--- src/logic/mod_burst_defines.svh ---
`ifndef MOD_BURST_DEFINES_SVH
`define MOD_BURST_DEFINES_SVH

// ----------------------------------------
// Register offsets
// ----------------------------------------
`define OFS_MOD_CTRL     8'h00
`define OFS_WAVE_CTRL    8'h04
`define OFS_BPSK_PHASE   8'h08
`define OFS_PHASE_RATE   8'h0C
`define OFS_FREQ_RATE    8'h10
`define OFS_BURST_CTRL   8'h14
`define OFS_BURST_COUNT  8'h18
`define OFS_PERIOD_LO    8'h1C
`define OFS_PERIOD_HI    8'h20
`define OFS_BURST_PHASE  8'h24
`define OFS_DEVIATION    8'h28
`define OFS_COMMAND      8'h2C
`define OFS_STATUS       8'h30

// ----------------------------------------
// Field positions
// ----------------------------------------
`define BIT_AM           0
`define BIT_PWM          3
`define BIT_BPSK         4
`define BIT_FSK          5
`define BIT_COUNT_INF    31

// ----------------------------------------
// Reset values and limits
// ----------------------------------------
`define BPSK_PHASE_RST   10'sd180
`define PHASE_MAX        10'sd360
`define COUNT_MAX        27'd100000000
`define PERIOD_RST_US    33'd10000
`define PERIOD_MAX_US    33'd8000000000
`define KEY_RATE_RST_HZ  10

// ----------------------------------------
// Timing
// ----------------------------------------
`define CLK_HZ           25000000
`define CLK_NS           40
`define US_NS            1000
`define US_CYCLES        ((`US_NS + `CLK_NS - 1) / `CLK_NS)
`define KEY_HALF_RST     (`CLK_HZ / (2 * `KEY_RATE_RST_HZ))

`endif

--- src/logic/mod_burst_pkg.sv ---
`default_nettype none
package mod_burst_pkg;

    typedef enum logic [1:0] {
        src_internal          = 2'h0,
        src_external          = 2'h1,
        first_channel_source  = 2'h2,
        second_channel_source = 2'h3
    } mod_src_t;

    typedef enum logic [2:0] {
        fn_sine = 3'h0, fn_square = 3'h1, fn_ramp = 3'h2,
        fn_pulse = 3'h3, fn_noise = 3'h4, fn_dc = 3'h5,
        pseudo_random_bit_sequence = 3'h6, fn_arb = 3'h7
    } wave_func_t;

    typedef enum logic [2:0] {
        st_idle = 3'b001,
        st_run  = 3'b010,
        st_stop = 3'b100
    } burst_state_t;

    typedef struct packed {
        logic [5:0] en;
        mod_src_t   src;
    } mod_ctrl_t;

endpackage : mod_burst_pkg
`default_nettype wire

--- src/logic/mod_burst_ctrl.sv ---
// How it works
// - BPSK shift -360..+360 degrees, reset 180
// - Sources internal/external/channels; keying refuses channels
// - External AM depth follows input
// - External FM deviation scales with input
// - External PM deviation scales with input
// - External PWM width deviation scales with input
// - Ext keying: low carrier, high shifted
// - Keying input ignores edge select setting
// - Internal keying alternates at configured rate
// - Channel modulating itself is refused
// - Enables reset off, at most one
// - Modulation enable clears sweep and burst
// - PWM only with pulse waveform
// - Burst waveform and frequency limits enforced
// - Count 1..100,000,000 or infinite, triggered only
// - Each burst restarts the bit sequence
// - Period 1 us..8000 s, timer trigger only
// - Start phase -360..+360, both modes
// - Trigger outputs count cycles then waits
// - Gate false finishes cycle then holds
// - Two burst modes; each ignores the other's settings
// - Gate polarity selectable, normal after reset
// - Noise stops at once on gate false
// - Internal keying is 50% square wave
`include "mod_burst_defines.svh"
`timescale 1ns/10ps
`default_nettype none

module mod_burst_ctrl (
    // Clock and reset
    input  wire logic                      ref_clk,
    input  wire logic                      reset,
    // Register port
    input  wire logic [7:0]                addr,
    input  wire logic [31:0]               wdata,
    input  wire logic                      wr_stb,
    input  wire logic                      rd_stb,
    output logic [31:0]                    rdata,
    // Trigger pin and waveform engine
    input  wire logic                      trig_in,
    input  wire logic                      manual_trigger,
    input  wire logic                      cycle_end,
    input  wire logic signed [11:0]        mod_in,
    // Control outputs
    output mod_burst_pkg::mod_ctrl_t       mod_ctrl,
    output logic                           sweep_on,
    output logic                           key_shift,
    output logic signed [9:0]              bpsk_phase,
    output logic signed [15:0]             mod_term,
    output logic                           output_on,
    output logic                           burst_restart,
    output logic signed [9:0]              start_phase
);

    // ----------------------------------------
    // Configuration registers
    // ----------------------------------------
    mod_burst_pkg::wave_func_t   func;
    mod_burst_pkg::burst_state_t state;
    mod_burst_pkg::burst_state_t next_state;
    logic        own_ch;
    logic        below_min;
    logic        above_6m;
    logic [31:0] phase_rate;
    logic [31:0] freq_rate;
    logic        burst_en;
    logic        gated;
    logic        gate_active_low;
    logic [1:0]  trig_src;
    logic        trigger_edge_select;
    logic        count_inf;
    logic [26:0] burst_cycle_count;
    logic [32:0] period;
    logic signed [15:0] deviation;
    logic        err;

    // ----------------------------------------
    // Write decode and legality checks
    // ----------------------------------------
    wire wr_mod   = wr_stb && addr == `OFS_MOD_CTRL;
    wire wr_wave  = wr_stb && addr == `OFS_WAVE_CTRL;
    wire wr_bph   = wr_stb && addr == `OFS_BPSK_PHASE;
    wire wr_burst = wr_stb && addr == `OFS_BURST_CTRL;
    wire wr_cnt   = wr_stb && addr == `OFS_BURST_COUNT;
    wire wr_plo   = wr_stb && addr == `OFS_PERIOD_LO;
    wire wr_phi   = wr_stb && addr == `OFS_PERIOD_HI;
    wire wr_sph   = wr_stb && addr == `OFS_BURST_PHASE;
    wire wr_cmd   = wr_stb && addr == `OFS_COMMAND;

    wire [5:0]       w_en   = wdata[5:0];
    wire [1:0]       w_src  = wdata[9:8];
    wire signed [9:0] w_ang = wdata[9:0];
    wire ang_bad = w_ang > `PHASE_MAX || w_ang < -`PHASE_MAX
                   || wdata[31:10] != {22{wdata[9]}};
    wire is_pulse = func == mod_burst_pkg::fn_pulse;
    wire sine_sq  = func == mod_burst_pkg::fn_sine
                    || func == mod_burst_pkg::fn_square;

    // At most one type, keying never from a channel, no self source
    wire mod_bad = $countones(w_en) > 1
                   || (w_src[1] && |w_en[`BIT_FSK:`BIT_BPSK])
                   || w_src == {1'b1, own_ch}
                   || (w_en[`BIT_PWM] && !is_pulse);
    wire wave_bad = mod_ctrl.src == {1'b1, wdata[8]}
                    || (mod_ctrl.en[`BIT_PWM]
                        && wdata[2:0] != 3'h3);

    // Burst legality against waveform, trigger source and count
    wire b_gate = wdata[1];
    wire burst_bad = wdata[0] && (func == mod_burst_pkg::fn_dc
        || (func == mod_burst_pkg::fn_noise && !b_gate)
        || (!b_gate && wdata[5:4] == 2'h0 && below_min)
        || (!b_gate && sine_sq && above_6m && !count_inf));
    wire w_inf = wdata[`BIT_COUNT_INF];
    wire cnt_bad = (!w_inf && (wdata[26:0] == 27'h0
                    || wdata[26:0] > `COUNT_MAX
                    || wdata[30:27] != 4'h0))
                   || (burst_en && !gated && sine_sq && above_6m
                       && !w_inf);
    wire [32:0] w_plo = {period[32], wdata};
    wire [32:0] w_phi = {wdata[0], period[31:0]};
    wire plo_bad = w_plo == 33'h0 || w_plo > `PERIOD_MAX_US;
    wire phi_bad = w_phi == 33'h0 || w_phi > `PERIOD_MAX_US
                   || wdata[31:1] != 31'h0;

    wire refused = (wr_mod && mod_bad) || (wr_wave && wave_bad)
                   || ((wr_bph || wr_sph) && ang_bad)
                   || (wr_burst && burst_bad) || (wr_cnt && cnt_bad)
                   || (wr_plo && plo_bad) || (wr_phi && phi_bad);
    wire mod_on_wr   = wr_mod && !mod_bad && |w_en;
    wire burst_on_wr = wr_burst && !burst_bad && wdata[0];
    wire burst_clr   = mod_on_wr || (wr_wave && !wave_bad && wdata[4]);

    // ----------------------------------------
    // Register storage
    // ----------------------------------------
    always_ff @(posedge ref_clk) begin
        if (reset) begin
            mod_ctrl <= '{6'h00, mod_burst_pkg::src_internal};
            func      <= mod_burst_pkg::fn_sine;
            sweep_on  <= 1'b0;
            own_ch    <= 1'b0;
            below_min <= 1'b0;
            above_6m  <= 1'b0;
            bpsk_phase  <= `BPSK_PHASE_RST;
            phase_rate  <= `KEY_HALF_RST;
            freq_rate   <= `KEY_HALF_RST;
            burst_en    <= 1'b0;
            gated       <= 1'b0;
            gate_active_low     <= 1'b0;
            trig_src            <= 2'h0;
            trigger_edge_select <= 1'b0;
            count_inf   <= 1'b0;
            burst_cycle_count <= 27'h1;
            period      <= `PERIOD_RST_US;
            start_phase <= 10'sh000;
            deviation   <= 16'sh0000;
        end else begin
            // Refused writes fall through and keep the old value
            if (wr_mod && !mod_bad) begin
                mod_ctrl.en  <= w_en;
                mod_ctrl.src <= mod_burst_pkg::mod_src_t'(w_src);
            end else if (burst_on_wr || (wr_wave && !wave_bad
                                         && wdata[4])) begin
                mod_ctrl.en <= 6'h00;
            end
            if (wr_wave && !wave_bad) begin
                func      <= mod_burst_pkg::wave_func_t'(wdata[2:0]);
                own_ch    <= wdata[8];
                below_min <= wdata[12];
                above_6m  <= wdata[13];
            end
            if (mod_on_wr || burst_on_wr)
                sweep_on <= 1'b0;
            else if (wr_wave && !wave_bad)
                sweep_on <= wdata[4];
            if (wr_bph && !ang_bad)
                bpsk_phase <= w_ang;
            if (wr_stb && addr == `OFS_PHASE_RATE && wdata != 32'h0)
                phase_rate <= wdata;
            if (wr_stb && addr == `OFS_FREQ_RATE && wdata != 32'h0)
                freq_rate <= wdata;
            if (burst_clr)
                burst_en <= 1'b0;
            else if (wr_burst && !burst_bad)
                burst_en <= wdata[0];
            if (wr_burst && !burst_bad) begin
                gated               <= wdata[1];
                gate_active_low     <= wdata[2];
                trig_src            <= wdata[5:4];
                trigger_edge_select <= wdata[6];
            end
            if (wr_cnt && !cnt_bad) begin
                count_inf         <= w_inf;
                burst_cycle_count <= wdata[26:0];
            end
            if (wr_plo && !plo_bad)
                period <= w_plo;
            else if (wr_phi && !phi_bad)
                period <= w_phi;
            if (wr_sph && !ang_bad)
                start_phase <= w_ang;
            if (wr_stb && addr == `OFS_DEVIATION)
                deviation <= wdata[15:0];
        end
    end

    // ----------------------------------------
    // Trigger pin synchroniser
    // ----------------------------------------
    logic [2:0] trig_sync;
    logic       trig_lvl;
    logic       trig_lvl_d;

    always_ff @(posedge ref_clk) begin
        if (reset) begin
            trig_sync  <= 3'h0;
            trig_lvl   <= 1'b0;
            trig_lvl_d <= 1'b0;
        end else begin
            trig_sync <= {trig_sync[1:0], trig_in};
            if (trig_sync[1] == trig_sync[2])
                trig_lvl <= trig_sync[2];
            trig_lvl_d <= trig_lvl;
        end
    end

    // ----------------------------------------
    // Phase and frequency keying
    // ----------------------------------------
    wire keying = |mod_ctrl.en[`BIT_FSK:`BIT_BPSK];
    wire [31:0] half = mod_ctrl.en[`BIT_BPSK] ? phase_rate : freq_rate;
    wire ext_src = mod_ctrl.src == mod_burst_pkg::src_external;
    logic [31:0] key_cnt;
    logic        int_key;

    always_ff @(posedge ref_clk) begin
        if (reset || !keying || ext_src) begin
            key_cnt <= 32'h0;
            int_key <= 1'b0;
        end else if (key_cnt >= half - 32'h1) begin
            key_cnt <= 32'h0;
            int_key <= !int_key;
        end else begin
            key_cnt <= key_cnt + 32'h1;
        end
    end

    // Level keyed at fixed polarity; the edge select is not consulted
    wire next_key = keying && (ext_src ? trig_lvl : int_key);

    // ----------------------------------------
    // External analog modulation scaling
    // ----------------------------------------
    // Full scale input code maps to full set deviation or depth
    wire signed [27:0] prod = deviation * mod_in;
    wire ext_analog = ext_src && |mod_ctrl.en[`BIT_PWM:`BIT_AM];

    // ----------------------------------------
    // Burst trigger sources
    // ----------------------------------------
    logic [4:0]  us_cnt;
    logic [32:0] per_cnt;
    logic        timer_tick;
    wire timer_on = burst_en && !gated && trig_src == 2'h0;
    wire us_tick  = us_cnt == 5'(`US_CYCLES - 1);

    always_ff @(posedge ref_clk) begin
        if (reset || !timer_on) begin
            us_cnt     <= 5'h00;
            per_cnt    <= 33'h0;
            timer_tick <= 1'b0;
        end else begin
            us_cnt     <= us_tick ? 5'h00 : us_cnt + 5'h01;
            timer_tick <= us_tick && per_cnt == period - 33'h1;
            if (us_tick)
                per_cnt <= per_cnt == period - 33'h1 ? 33'h0
                                                     : per_cnt + 33'h1;
        end
    end

    wire ext_edge = trigger_edge_select ? (trig_lvl_d && !trig_lvl)
                                        : (!trig_lvl_d && trig_lvl);
    wire bus_trig = wr_cmd && wdata[0];
    wire trig_evt = trig_src == 2'h0 ? timer_tick
                  : trig_src == 2'h1 ? (ext_edge || manual_trigger)
                  : trig_src == 2'h2 ? (bus_trig || manual_trigger)
                  : 1'b0;
    wire gate_true = trig_lvl ^ gate_active_low;
    wire is_noise  = func == mod_burst_pkg::fn_noise;

    // ----------------------------------------
    // Burst sequencer
    // ----------------------------------------
    logic [26:0] left;
    logic [26:0] next_left;

    always_comb begin
        next_state = state;
        next_left  = left;
        unique case (state)
            mod_burst_pkg::st_idle: begin
                if (gated ? gate_true : trig_evt) begin
                    next_state = mod_burst_pkg::st_run;
                    next_left  = burst_cycle_count;
                end
            end
            mod_burst_pkg::st_run: begin
                if (gated) begin
                    if (!gate_true)
                        next_state = is_noise
                                   ? mod_burst_pkg::st_idle
                                   : mod_burst_pkg::st_stop;
                end else if (cycle_end && !count_inf) begin
                    if (left == 27'h1)
                        next_state = mod_burst_pkg::st_idle;
                    else
                        next_left = left - 27'h1;
                end
            end
            mod_burst_pkg::st_stop: begin
                if (cycle_end)
                    next_state = mod_burst_pkg::st_idle;
            end
            default: next_state = mod_burst_pkg::st_idle;
        endcase
        if (!burst_en)
            next_state = mod_burst_pkg::st_idle;
    end

    // ----------------------------------------
    // Outputs, status and readback
    // ----------------------------------------
    wire idle_n = next_state != mod_burst_pkg::st_idle;
    wire [31:0] status = {27'h0, err, gate_true, key_shift,
                          state[2], state[1]};
    wire [31:0] rd_mux =
        addr == `OFS_MOD_CTRL    ? {22'h0, mod_ctrl.src, 2'h0,
                                    mod_ctrl.en} :
        addr == `OFS_WAVE_CTRL   ? {18'h0, above_6m, below_min, 3'h0,
                                    own_ch, 3'h0, sweep_on, 1'b0,
                                    func} :
        addr == `OFS_BPSK_PHASE  ? 32'(bpsk_phase) :
        addr == `OFS_PHASE_RATE  ? phase_rate :
        addr == `OFS_FREQ_RATE   ? freq_rate :
        addr == `OFS_BURST_CTRL  ? {25'h0, trigger_edge_select,
                                    trig_src, 1'b0, gate_active_low,
                                    gated, burst_en} :
        addr == `OFS_BURST_COUNT ? {count_inf, 4'h0,
                                    burst_cycle_count} :
        addr == `OFS_PERIOD_LO   ? period[31:0] :
        addr == `OFS_PERIOD_HI   ? {31'h0, period[32]} :
        addr == `OFS_BURST_PHASE ? 32'(start_phase) :
        addr == `OFS_DEVIATION   ? 32'(deviation) :
        addr == `OFS_STATUS      ? status : 32'h0;

    always_ff @(posedge ref_clk) begin
        if (reset) begin
            state         <= mod_burst_pkg::st_idle;
            left          <= 27'h0;
            key_shift     <= 1'b0;
            mod_term      <= 16'sh0000;
            output_on     <= 1'b1;
            burst_restart <= 1'b0;
            err           <= 1'b0;
            rdata         <= 32'h0;
        end else begin
            state     <= next_state;
            left      <= next_left;
            key_shift <= next_key;
            mod_term  <= ext_analog ? prod[26:11]
                                    : 16'sh0000;
            output_on <= !burst_en || burst_clr || idle_n;
            // Phase reload and sequence restart on every burst start
            burst_restart <= state == mod_burst_pkg::st_idle
                             && idle_n;
            // A refusal in the clearing cycle still sets the flag
            err   <= refused || (err && !(wr_cmd && wdata[1]));
            rdata <= rd_stb ? rd_mux : 32'h0;
        end
    end

endmodule : mod_burst_ctrl

`default_nettype wire

--- config.mk ---
export PLATFORM = sky130hd
export DESIGN_NAME = mod_burst_ctrl
export DESIGN_NICKNAME = d
export VERILOG_FILES = /design/src/logic/mod_burst_pkg.sv /design/src/logic/mod_burst_ctrl.sv
export VERILOG_INCLUDE_DIRS = /design/src /design/src/logic
export SDC_FILE = /design/constraint.sdc
export NUM_CORES = 1
export LEC_CHECK = 0
export BUFFER_PORTS_ARGS = -buffer_cell sky130_fd_sc_hd__buf_4
export CORE_ASPECT_RATIO = 0.75
export CORE_MARGIN = 2
export CORE_UTILIZATION = 45
export CTS_CLUSTER_DIAMETER = 150
export DETAILED_ROUTE_END_ITERATION = 12
export PLACE_DENSITY = 0.71
export SYNTH_ARGS = -nofsm -noshare
export SYNTH_HDL_FRONTEND = slang
export SYNTH_SLANG_ARGS = --single-unit
export TNS_END_PERCENT = 5
--- constraint.sdc ---
create_clock -name ref_clk -period 6.6 [get_ports ref_clk]
set_input_delay 0 -clock ref_clk [delete_from_list [all_inputs] [get_ports ref_clk]]
set_output_delay 0 -clock ref_clk [all_outputs]
set_load 0.01 [all_outputs]
# --- Yosys cells after proc, flatten, opt, wreduce, memory -nomap -nowiden ---
# Index checks and enable logic that the tools add are counted.
# W data, S select, Z words.
word_totals:
  regBits: 341
  output_inout_bits: 80
  elab_cells: 271
op_classes:
  n_addsub: 11
  n_mul: 1
  n_lt_le_gt_ge: 7
  eq_ne: 35
  mux: 37
  n_bitwise: 4
  reduce_logical: 137
ops:
  columns: ["operator", "count"]
  rows:
  - ["$mux W32", 11]
  - ["$mux W27", 4]
  - ["$gt A33 B33 Y1 const B", 2]
  - ["$logic_not A33 Y1", 2]
  - ["$logic_and A1 B1 Y1", 58]
  - ["$pmux W27 S2", 1]
  - ["$eq A8 B6 Y1 const B", 5]
  - ["$logic_or A1 B1 Y1", 34]
  - ["$add A33 B1 Y33 const B", 1]
  - ["$eq A33 B33 Y1", 1]
  - ["$mux W33", 1]
  - ["$sub A33 B1 Y33 const B", 1]
  - ["$add A32 B1 Y32 const B", 1]
  - ["$eq A8 B5 Y1 const B", 4]
  - ["$ge A32 B32 Y1", 1]
  - ["$reduce_bool A32 Y1", 1]
  - ["$sub A32 B1 Y32 const B", 1]
  - ["$reduce_bool A31 Y1", 1]
  - ["$eq A27 B1 Y1 const B", 1]
  - ["$gt A27 B27 Y1 const B", 1]
  - ["$logic_not A27 Y1", 1]
  - ["$mul A16 B12 Y27", 1]
  - ["$sub A27 B1 Y27 const B", 1]
  - ["$mux W3", 8]
  - ["41 further kinds", 89]

# --- Longest topological paths before layout ---
# Gate-level depths: netlist of the first run.
logic_depth:
  depth_word: 15
  ltp_mapped: 26
  ltp_nobuf: 20

# --- Worst setup path before layout of the first run ---
# OpenSTA, ideal clock, no wires.
synth_path:
  path_kind: "reg-to-reg"
  startpoint: "reg mod_ctrl[6] in the netlist's numbering"
  endpoint: "reg key_cnt[10]"
  setup_ns: 0.065
  t_arrival_ns: 6.257
  required_time_ns: 6.535
  slack_ns: 0.278
  stages_incl_launch_ff: 26
  n_path_buf: 8
  path_cell_list: "dfxtp_1 > clkbuf_1 > clkbuf_1 > clkbuf_1 > clkbuf_1 > buf_2 > buf_1 > mux2i_1 > ha_1 > o221ai_1 > nor4_1 > nor2b_1 > nand3_1 > or3_1 > a21oi_1 > a21oi_1 > ha_1 > a21o_1 > a21oi_1 > nor2_1 > a2111oi_0 > a21oi_1 > or3b_2 > clkbuf_1 > clkbuf_1 > nor2_1"
synth_via:
  elab_chain_cells: 5
  elab_cells_between_ends: 8
synth_lines:
  columns: ["element", "line_no", "text"]
  rows:
  - ["from (decl)", "mod_burst_ctrl.sv:46", "output mod_burst_pkg::mod_ctrl_t mod_ctrl,"]
  - ["from (signal assigned)", "mod_burst_ctrl.sv:140", "mod_ctrl <= '{6'h00, mod_burst_pkg::src_internal};"]
  - ["parallel branches: the longest is 4 deep, another holds $sub A32 B1 Y32", null, null]
  - ["$reduce_or A2 Y1 (no source line) *", null, null]
  - ["to (signal assigned)", "mod_burst_ctrl.sv:246", "key_cnt <= key_cnt + 32'h1;"]
  - ["to (decl)", "mod_burst_ctrl.sv:235", "logic [31:0] key_cnt;"]
# Mark *: on every way between the ends.
# A chain may end at the register's enable or synchronous reset.

# --- Worst setup path in the final report of the first run ---
layout_path:
  startpoint: "reg deviation[1]"
  endpoint: "reg mod_term[15]"
layout_via:
  elab_chain_cells: 1
layout_lines:
  columns: ["element", "line_no", "text"]
  rows:
  - ["from (decl)", "mod_burst_ctrl.sv:75", "logic signed [15:0] deviation;"]
  - ["from (signal assigned)", "mod_burst_ctrl.sv:205", "deviation <= wdata[15:0];"]
  - ["$mul A16 B12 Y27", "mod_burst_ctrl.sv:257", "wire signed [27:0] prod = deviation * mod_in;"]
  - ["to (signal assigned)", "mod_burst_ctrl.sv:372", "mod_term <= ext_analog ? prod[26:11]"]
  - ["to (decl)", "mod_burst_ctrl.sv:50", "output logic signed [15:0] mod_term,"]
# No other way between the ends.

==> run summary, run 1 <==
For hold timing, the worst endpoint is err. The pre-CTS setup slack came out at around 0.7 ns. The internal power summed over all cells is 3.49 mW.

The number of buffers created by CTS came out at 38. The relative contribution of sequential cells to total power is 44.5%. Entering global routing, the biggest net connects between 100 and 150 pins. The first-pass detailed-route iteration total came out at 7. The endpoint identified for the worst register-to-register timing path is mod_term[15]. The count of warnings emitted by yosys came out at 0. In this run the most critical hold path is launched from addr[4]. The hold-critical path depth came out at 5. The initialized floorplan defines 74 standard-cell rows. The flow ran to the end, and the final reports show no timing, DRC or antenna violations. After layout, the minimum clock period comes to between 5 and 6 ns.

The cell count after synthesis came out at approximately 3000. The layout filler cell count came out at 5076. Clock tree synthesis selected as its root buffer the cell sky130_fd_sc_hd__clkbuf_16.

The total setup buffers inserted after CTS is 0. The number of I/O port buffers is 138. A synthesized cell averages 8.17 um2.

The switching component of the power is about 1.1 mW. The clock latency on the worst-skew pair came out at 0.58 ns. The fraction of met3 tracks used by global routing is under 10%.

The total track usage came out at 27.1%. Yosys mapped the design onto 79 distinct sky130hd cell types. TritonCTS built the clock tree.

The HPWL after detailed placement came out at 58.0 mm. The count of hold buffers inserted by post-cts repair came out at 43. The post-route netlist has 8.40% of its cells at a drive strength greater than 1.

For this design the static power due to leakage is 11.5 nW. The area share of xor/xnor cells in the synthesized design came out at just under 6%. The DRC violation count after routing is 0. The count of cells resized by post-cts repair is 0. The H-tree was split into 2 levels. The number of global-route vias before repair is ~21000.

The horizontal extent of the die is 275 um. The finished cells cover around 0.028 mm2. The detailed router's first-iteration violation count came out at 2610.

STA puts the critical path data required time at between 7 and 8 ns. The part of the total power dissipated in the clock network is between 40 and 50%. The die span in y came out at 208 um. In the synthesized netlist the async set-or-reset flop fraction comes to 0%. The global routing stage identified its most utilized layer as met1.

The ratio of total power to cell area came out at 165 mW/mm2. The count of nets left with antenna violations once routing finished came out at 0. The number of max-cap violations came out at 0.

The wire length of the first global-routing pass came out at 122 mm. The maximum vdd ir drop is roughly 0.23 mV. After synthesis, the largest family of logic cells by area is simple AND/OR/NAND/NOR gates. The number of max-slew violations in the final report came out at 0. Setup repair after global routing left no endpoint under its margin.

The library cells used most frequently in the layout, excluding fill and tap cells, are sky130_fd_sc_hd__nand2_1, sky130_fd_sc_hd__dfxtp_1, sky130_fd_sc_hd__nor2_1. Along the worst path, the maximum fanout reaches 13. The synthesis-stage register bit count is ~340. The number of hold-slack violations in the final timing report is 0. The count of flip-flops with a built-in enable after synthesis came out at 0. The final setup TNS is 0 ns. The number of buffers on the longest clock path is 3. The share of the cycle needed by the critical path after routing is 90.3%.

The final core utilization is 51.5%. At the pin with the least slew margin, the transition time is 1.12 ns. The area growth from synthesis to layout is 12.9%. The clock-pin slew on the worst setup and hold paths came out at approximately 0.07 ns. The floorplan step defined a die boundary enclosing 0.0572 mm2.

The peak clock frequency supported by timing came out at 0.168 GHz. During I/O placement, the number of pins put on the boundary was 139. The total of endpoints with negative setup slack in the final report came out at 0. Of the total power, combinational logic draws about 6.0%. The simple-gate portion of the synthesized area is 22.5%. The sort of element at the end of the critical path is a flip-flop. Leaving out fill and tap cells, the most frequent cell in the layout is sky130_fd_sc_hd__nand2_1. The tightest min-delay check is of the in -> reg type. Routability-driven placement finished with a final weighted congestion of 0.972. The net count of the mapped netlist came out at 3376. After synthesis, flip-flops and latches occupy between 20% and 30% of the total area. In this run switching power makes up 24.6% of total power.

After global routing the overflow that remains totals 0. The met2 layer usage reported by global route came out at 36.6%. The worst slew margin relative to its limit is 25.0%. For met1 alone, demand over resource in global routing was 40.4%.

The total cell area at the placement stage came out at approximately 0.026 mm2. Among all flip-flop cells after synthesis, the most frequent one is sky130_fd_sc_hd__dfxtp_1. The class of the most critical setup path is reg -> reg. The footprint of the multi-input gates is 0.0163 mm2. The final setup skew came out at 0.0352 ns. The initial antenna violation count is 4. The routed wire length is 78.5 mm. The worst path setup slack after routing is 0.644 ns. The region available for standard cell placement spans 0.0545 mm2.

The total number of clock tree sinks is 341. The internal reg-to-reg setup slack is ~0.64 ns. The multiplexer fraction of the synthesized cell area is a little under 5%. The beginning of the worst register-to-register path is deviation[1]. After detailed routing, the average wire length per cell comes to 20.3 um. For this block, the via count after detailed routing is 22500. The sequential cells in the finished layout cover a total of 0.00683 mm2.

The most critical setup path has its startpoint at deviation[1]. The initial standard-cell utilization of the core came out at between 40 and 50%. The number of cells traversed by the worst register-to-register path came out at 18.

The post-synthesis instance area is approximately 0.025 mm2. The via count normalized by instance count came out at 5.84. Data arrives at the worst endpoint at 6.40 ns. Summing the areas of all fa, ha and maj instances in the mapped netlist gives 19.1% of the synthesized area.

The count of nets after finishing is about 3400. The worst setup path is launched from a flip-flop. The post-synthesis compound-gate area fraction came out at 13.3%.
[sequential cells by signal, summed over array words and instances, names as in the netlist, 2 cells and up]
name and flops:
phase_rate 32, per_cnt 33, mod_term 16, func 3
deviation 16, left 27, trig_sync 3, freq_rate 32
burst_cycle_count 27, rdata 32, trig_src 2, us_cnt 5
period 33, state 3, bpsk_phase 10, start_phase 10
mod_ctrl 8, key_cnt 32
[power by group through the flow]
stage,Sequential (mW),Combinational (mW),Clock (mW)
finish,2.06,0.278,2.29
global route,2.06,0.295,2.39
CTS,2.06,0.269,2.32
detailed placement,2.11,0.246,0
global placement,2.11,0.245,0
floorplan,2.11,0.138,0
[kinds of logic after synthesis]
kind of cell / Yosys count
mux: 120
xor+xnor: 166
compound gates: 516
simple gates: 1176
flops: 341
buf+inv: 450
fa+ha+maj: 274
[how the worst max path moves through the flow]
stage | to
detailed placement | mod_term[15]
CTS | mod_term[15]
global placement | mod_term[15]
finish | mod_term[15]
floorplan | key_cnt[10]
global route | mod_term[15]
[through the flow]
step | total power, mW | cells | hold WS [ns]
floorplan | 2.25 | 3043 | 0.124
global placement | 2.35 | 3743 | 0.247
detailed placement | 2.35 | 3743 | 0.260
CTS | 4.65 | 3852 | 0.0105
global route | 4.74 | 3855 | 0.0588
finish | 4.63 | 3856 | 0.0350
[layer usage]
metal	share of wire, %	vias up
met1	44	10800
met4	3.1	0
met5	0	-
met3	13	146
met2	40	1182
li1	-	10400
[area by class of cell]
type                            count  share of cell area, %
Tap cell                          722                   3.22
Clock inverter                     16                  0.847
Timing Repair Buffer              217                   6.20
Inverter                          254                   3.40
Sequential cell                   341                   24.3
Multi-Input combinational cell   2252                   58.2
Antenna cell                        4                 0.0357
Clock buffer                       50                   3.80
[synthesized netlist by cell type (26+ instances only)]
| cell type | count | area share, % |
|---|---|---|
| sky130_fd_sc_hd__nor2_1 | 284 | 4.3 |
| sky130_fd_sc_hd__nor3_1 | 98 | 2.0 |
| sky130_fd_sc_hd__fa_1 | 175 | 14 |
| sky130_fd_sc_hd__xnor2_1 | 91 | 3.2 |
| sky130_fd_sc_hd__nor4_1 | 30 | 0.75 |
| sky130_fd_sc_hd__a21o_1 | 26 | 0.78 |
| sky130_fd_sc_hd__a31oi_1 | 28 | 0.70 |
| sky130_fd_sc_hd__nand3_1 | 76 | 1.5 |
| sky130_fd_sc_hd__and3_1 | 26 | 0.65 |
| sky130_fd_sc_hd__o21ai_0 | 82 | 1.6 |
| sky130_fd_sc_hd__mux2i_1 | 119 | 4.8 |
| sky130_fd_sc_hd__dfxtp_1 | 341 | 27 |
| sky130_fd_sc_hd__a21oi_1 | 180 | 3.6 |
| sky130_fd_sc_hd__nand4_1 | 39 | 0.98 |
| sky130_fd_sc_hd__and2_1 | 75 | 1.9 |
| sky130_fd_sc_hd__ha_1 | 99 | 5.0 |
| sky130_fd_sc_hd__o211ai_1 | 30 | 0.91 |
| sky130_fd_sc_hd__a22oi_1 | 30 | 0.91 |
| sky130_fd_sc_hd__inv_1 | 253 | 3.8 |
| sky130_fd_sc_hd__clkbuf_1 | 167 | 2.5 |
| sky130_fd_sc_hd__nand2_1 | 409 | 6.2 |
| sky130_fd_sc_hd__xor2_1 | 75 | 2.6 |
[worst max-delay path, stage by stage (launching register included)]
cell,delay [ns]
sky130_fd_sc_hd__dfxtp_1,0.64
sky130_fd_sc_hd__nand2_1,0.14
sky130_fd_sc_hd__fa_1,0.51
sky130_fd_sc_hd__fa_1,0.55
sky130_fd_sc_hd__inv_1,0.06
sky130_fd_sc_hd__fa_1,0.50
sky130_fd_sc_hd__fa_1,0.54
sky130_fd_sc_hd__inv_1,0.06
sky130_fd_sc_hd__fa_1,0.53
sky130_fd_sc_hd__inv_1,0.04
sky130_fd_sc_hd__ha_1,0.21
sky130_fd_sc_hd__or2_2,0.30
sky130_fd_sc_hd__o22ai_1,0.15
sky130_fd_sc_hd__a211oi_1,0.12
sky130_fd_sc_hd__o41a_1,0.49
sky130_fd_sc_hd__a221o_1,0.40
sky130_fd_sc_hd__a221oi_1,0.36
sky130_fd_sc_hd__xnor2_1,0.17
sky130_fd_sc_hd__nor2_1,0.05
(Power assumes the default switching activity.)
==> inputs of run 2 (changes only) <==
Settings changed: CTS_BUF_LIST set to sky130_fd_sc_hd__clkbuf_2 sky130_fd_sc_hd__clkbuf_4 sky130_fd_sc_hd__clkbuf_8.
==> run 2 against run 1 <==
  * First-iteration DRC count increased by 8.7%
  * Largest power group unchanged
  * Clock-buffer cell count increased by 37
  * Wire length about the same
==> run summary, run 2 (same netlist as run 1, synthesis figures left out) <==
The wire length of the first global-routing pass came out at 122 mm (about the same). The final cell area excluding filler cells came out at 0.0281 mm2 (about the same). The initial standard-cell utilization of the core is 45.6% (unchanged).

The via count normalized by instance count is 5.82 (was 5.84). The count of nets after finishing came out at 3460 (was 3437). The final setup TNS came out at 0 ns (unchanged). The number of buffers created by CTS was 56 (was 38). The worst min-delay path category was in -> reg (unchanged). The worst path setup slack after routing came out at 0.652 ns (was 0.644 ns). The HPWL after detailed placement came out at 58.0 mm (unchanged). The total setup buffers inserted after CTS is 0 (unchanged). The maximum fanout count along the critical path came out at 14 (was 13).

The number of I/O port buffers was 138 (unchanged). The hold-critical path depth is 7 (was 5). The detailed router's first-iteration violation count came to 2837 (was 2610). The number of hold-slack violations in the final timing report came out at 0 (unchanged). The number of max-cap violations is 0 (unchanged). The total of endpoints with negative setup slack in the final report came to 0 (unchanged). The horizontal extent of the die came to 275 um (unchanged). The portion of total power attributed to combinational logic came out at 6.2% (was 6.0%). The total track usage is 27.1% (about the same). The type of element launching the critical path was a flip-flop (unchanged).

The actual slew at the worst max-slew pin came to 1.17 ns (was 1.12 ns). The class of the most critical setup path is reg -> reg (unchanged). The time the final worst path needs with I/O delays and setup is 5.95 ns (was 5.96 ns).

The number of max-slew violations in the final report was 0 (unchanged). The number of placed I/O pins is 139 (unchanged). Setup repair after global routing missed its margin: no (unchanged). Commonest non-fill, non-tap cells in the layout: sky130_fd_sc_hd__nand2_1, sky130_fd_sc_hd__dfxtp_1, sky130_fd_sc_hd__nor2_1 (unchanged). The H-tree depth was 2 (unchanged).

The root cell of the clock tree is sky130_fd_sc_hd__clkbuf_8 (was sky130_fd_sc_hd__clkbuf_16). The number of buffers on the longest clock path came to 3 (unchanged). Status: completed (unchanged). The final core utilization is 51.6% (was 51.5%). The critical path required time is 7.16 ns (was 7.05 ns).

The die span in y is 208 um (unchanged). The switching component of the power is 1.15 mW (was 1.14 mW). The post-route worst hold slack is 0.144 ns (was 0.0350 ns). The leakage power came out at 11.6 nW (was 11.5 nW). The first-pass detailed-route iteration total was 8 (was 7). The net switching fraction of the power is 25.3% (was 24.6%). The fraction of layout cells with a size suffix above 1 came out at 9.70% (was 8.40%). The synthesis-to-finish area growth came to 13.1% (was 12.9%). The maximum vdd ir drop was 0.137 mV (was 0.225 mV).

The share of the cycle needed by the critical path after routing is 90.1% (was 90.3%). The number of cells traversed by the worst register-to-register path is 18 (unchanged). The pin count of the biggest net entering global routing came out at 101 (unchanged). The internal power summed over all cells came to 3.39 mW (was 3.49 mW). The number of standard cells in the final layout excluding fillers is 3900 (was 3856). The total die area is 0.0572 mm2 (unchanged). The total cell area at the placement stage came out at 0.0263 mm2 (unchanged). The sum of internal, switching and leakage power was 4.53 mW (was 4.63 mW).

The ratio of total power to cell area came out at 161 mW/mm2 (was 165 mW/mm2). The area of the placeable core came out at 0.0545 mm2 (unchanged). The arrival time reported for the critical path endpoint was 6.51 ns (was 6.40 ns).

The clock tree from TritonCTS is yes (unchanged). Top Registers: per_cnt: 33 flops, period: 33 flops (unchanged). The commonest non-fill, non-tap cell in the layout is sky130_fd_sc_hd__nand2_1 (unchanged).

The pre-CTS setup slack came out at 0.698 ns (unchanged). The routability congestion estimate from global placement came to 0.972 (unchanged). The number of global-route vias before repair is 20900 (was 20800). The total number of vias came out at 22700 (was 22500). The sum of overflow across all layers after global routing came out at 0 (unchanged).

The peak clock frequency supported by timing came out at 0.168 GHz (about the same). The final setup skew is 0.0458 ns (was 0.0352 ns). The worst slew margin relative to its limit is 21.4% (was 25.0%). The routed length per instance was 20.1 um (was 20.3 um). The part of the total power dissipated in the clock network is 48.3% (was 49.5%). The clock-pin slew on the worst setup and hold paths is 0.07 ns (about the same). The DRC violation count after routing came out at 0 (unchanged). The count of nets left with antenna violations after detail routing is 0 (unchanged). The relative contribution of sequential cells to total power came out at 45.5% (was 44.5%). The initial antenna violation count came out at 4 (unchanged). The number of rows in the core area is 74 (unchanged). The total number of clock tree sinks came to 341 (unchanged). The sort of element at the end of the critical path was a flip-flop (unchanged).

The clock latency on the worst-skew pair is 0.70 ns (was 0.58 ns). The routed wire length came to 78.5 mm (about the same). The number of cells in the design after placement is 3743 (unchanged).
[run 2: cell types whose count changed in the layout (fill, tap and decap cells not counted), sizes merged]
cell / delta
dlygate4sd3: +5
inv: -4
clkbuf: +37
clkinvlp: +1
clkinv: +6
bufinv: -1
[run 2: worst paths after layout]
path / slack [ns] / endpoint / start
worst max-delay path: 0.65 / mod_term[15] / deviation[2]
worst max register to register: 0.65 / mod_term[15] / deviation[2]
worst min-delay path: 0.14 / rdata[5] / addr[6]
worst min register to register: 0.43 / trig_sync[1] / trig_sync[0]
[run 2: repair_timing]
item | 4_1_cts | 5_1_grt
hold buffers | 48 | 0
gates resized for setup | 0 | 0
endpoints found under the hold margin | 212 | 0
[run 2: per-layer routing]
layer | GRT usage (%) | vias to the layer above | share of wire, %
li1 | - | 10500 | -
met1 | 41.0 | 10800 | 45
met2 | 36.4 | 1195 | 40
met3 | 7.83 | 170 | 13
met4 | 8.80 | 2 | 3.2
met5 | 0.934 | - | 0.084
[run 2: power groups by stage]
stage / registers, mW / logic [mW] / clock network (mW)
global route: 2.06 / 0.297 / 2.30
finish: 2.06 / 0.280 / 2.19
CTS: 2.06 / 0.270 / 2.22
global placement: 2.11 / 0.245 / 0
floorplan: 2.11 / 0.138 / 0
detailed placement: 2.11 / 0.246 / 0
[run 2: final cells by class]
cell class / count / area [um2]
repair buffers: 222 / 1790
multi-input cells: 2252 / 16300
clock buffers: 87 / 1110
clock inverters: 18 / 218
fillers: 5088 / 26400
inverters: 254 / 953
diodes: 4 / 10.0
well taps: 722 / 903
flip-flops and latches: 341 / 6830
[run 2: worst max-delay path, cell delays in order (launching register included)]
cell and delay (ns):
sky130_fd_sc_hd__dfxtp_1 0.67, sky130_fd_sc_hd__nand2_1 0.14, sky130_fd_sc_hd__fa_1 0.48, sky130_fd_sc_hd__fa_1 0.54, sky130_fd_sc_hd__inv_1 0.06, sky130_fd_sc_hd__fa_1 0.50
sky130_fd_sc_hd__fa_1 0.54, sky130_fd_sc_hd__inv_1 0.06, sky130_fd_sc_hd__fa_1 0.53, sky130_fd_sc_hd__inv_1 0.04, sky130_fd_sc_hd__ha_1 0.21, sky130_fd_sc_hd__or2_2 0.29
sky130_fd_sc_hd__o22ai_1 0.15, sky130_fd_sc_hd__a211oi_1 0.12, sky130_fd_sc_hd__o41a_1 0.48, sky130_fd_sc_hd__a221o_1 0.39, sky130_fd_sc_hd__a221oi_1 0.36, sky130_fd_sc_hd__xnor2_1 0.18
sky130_fd_sc_hd__nor2_1 0.05
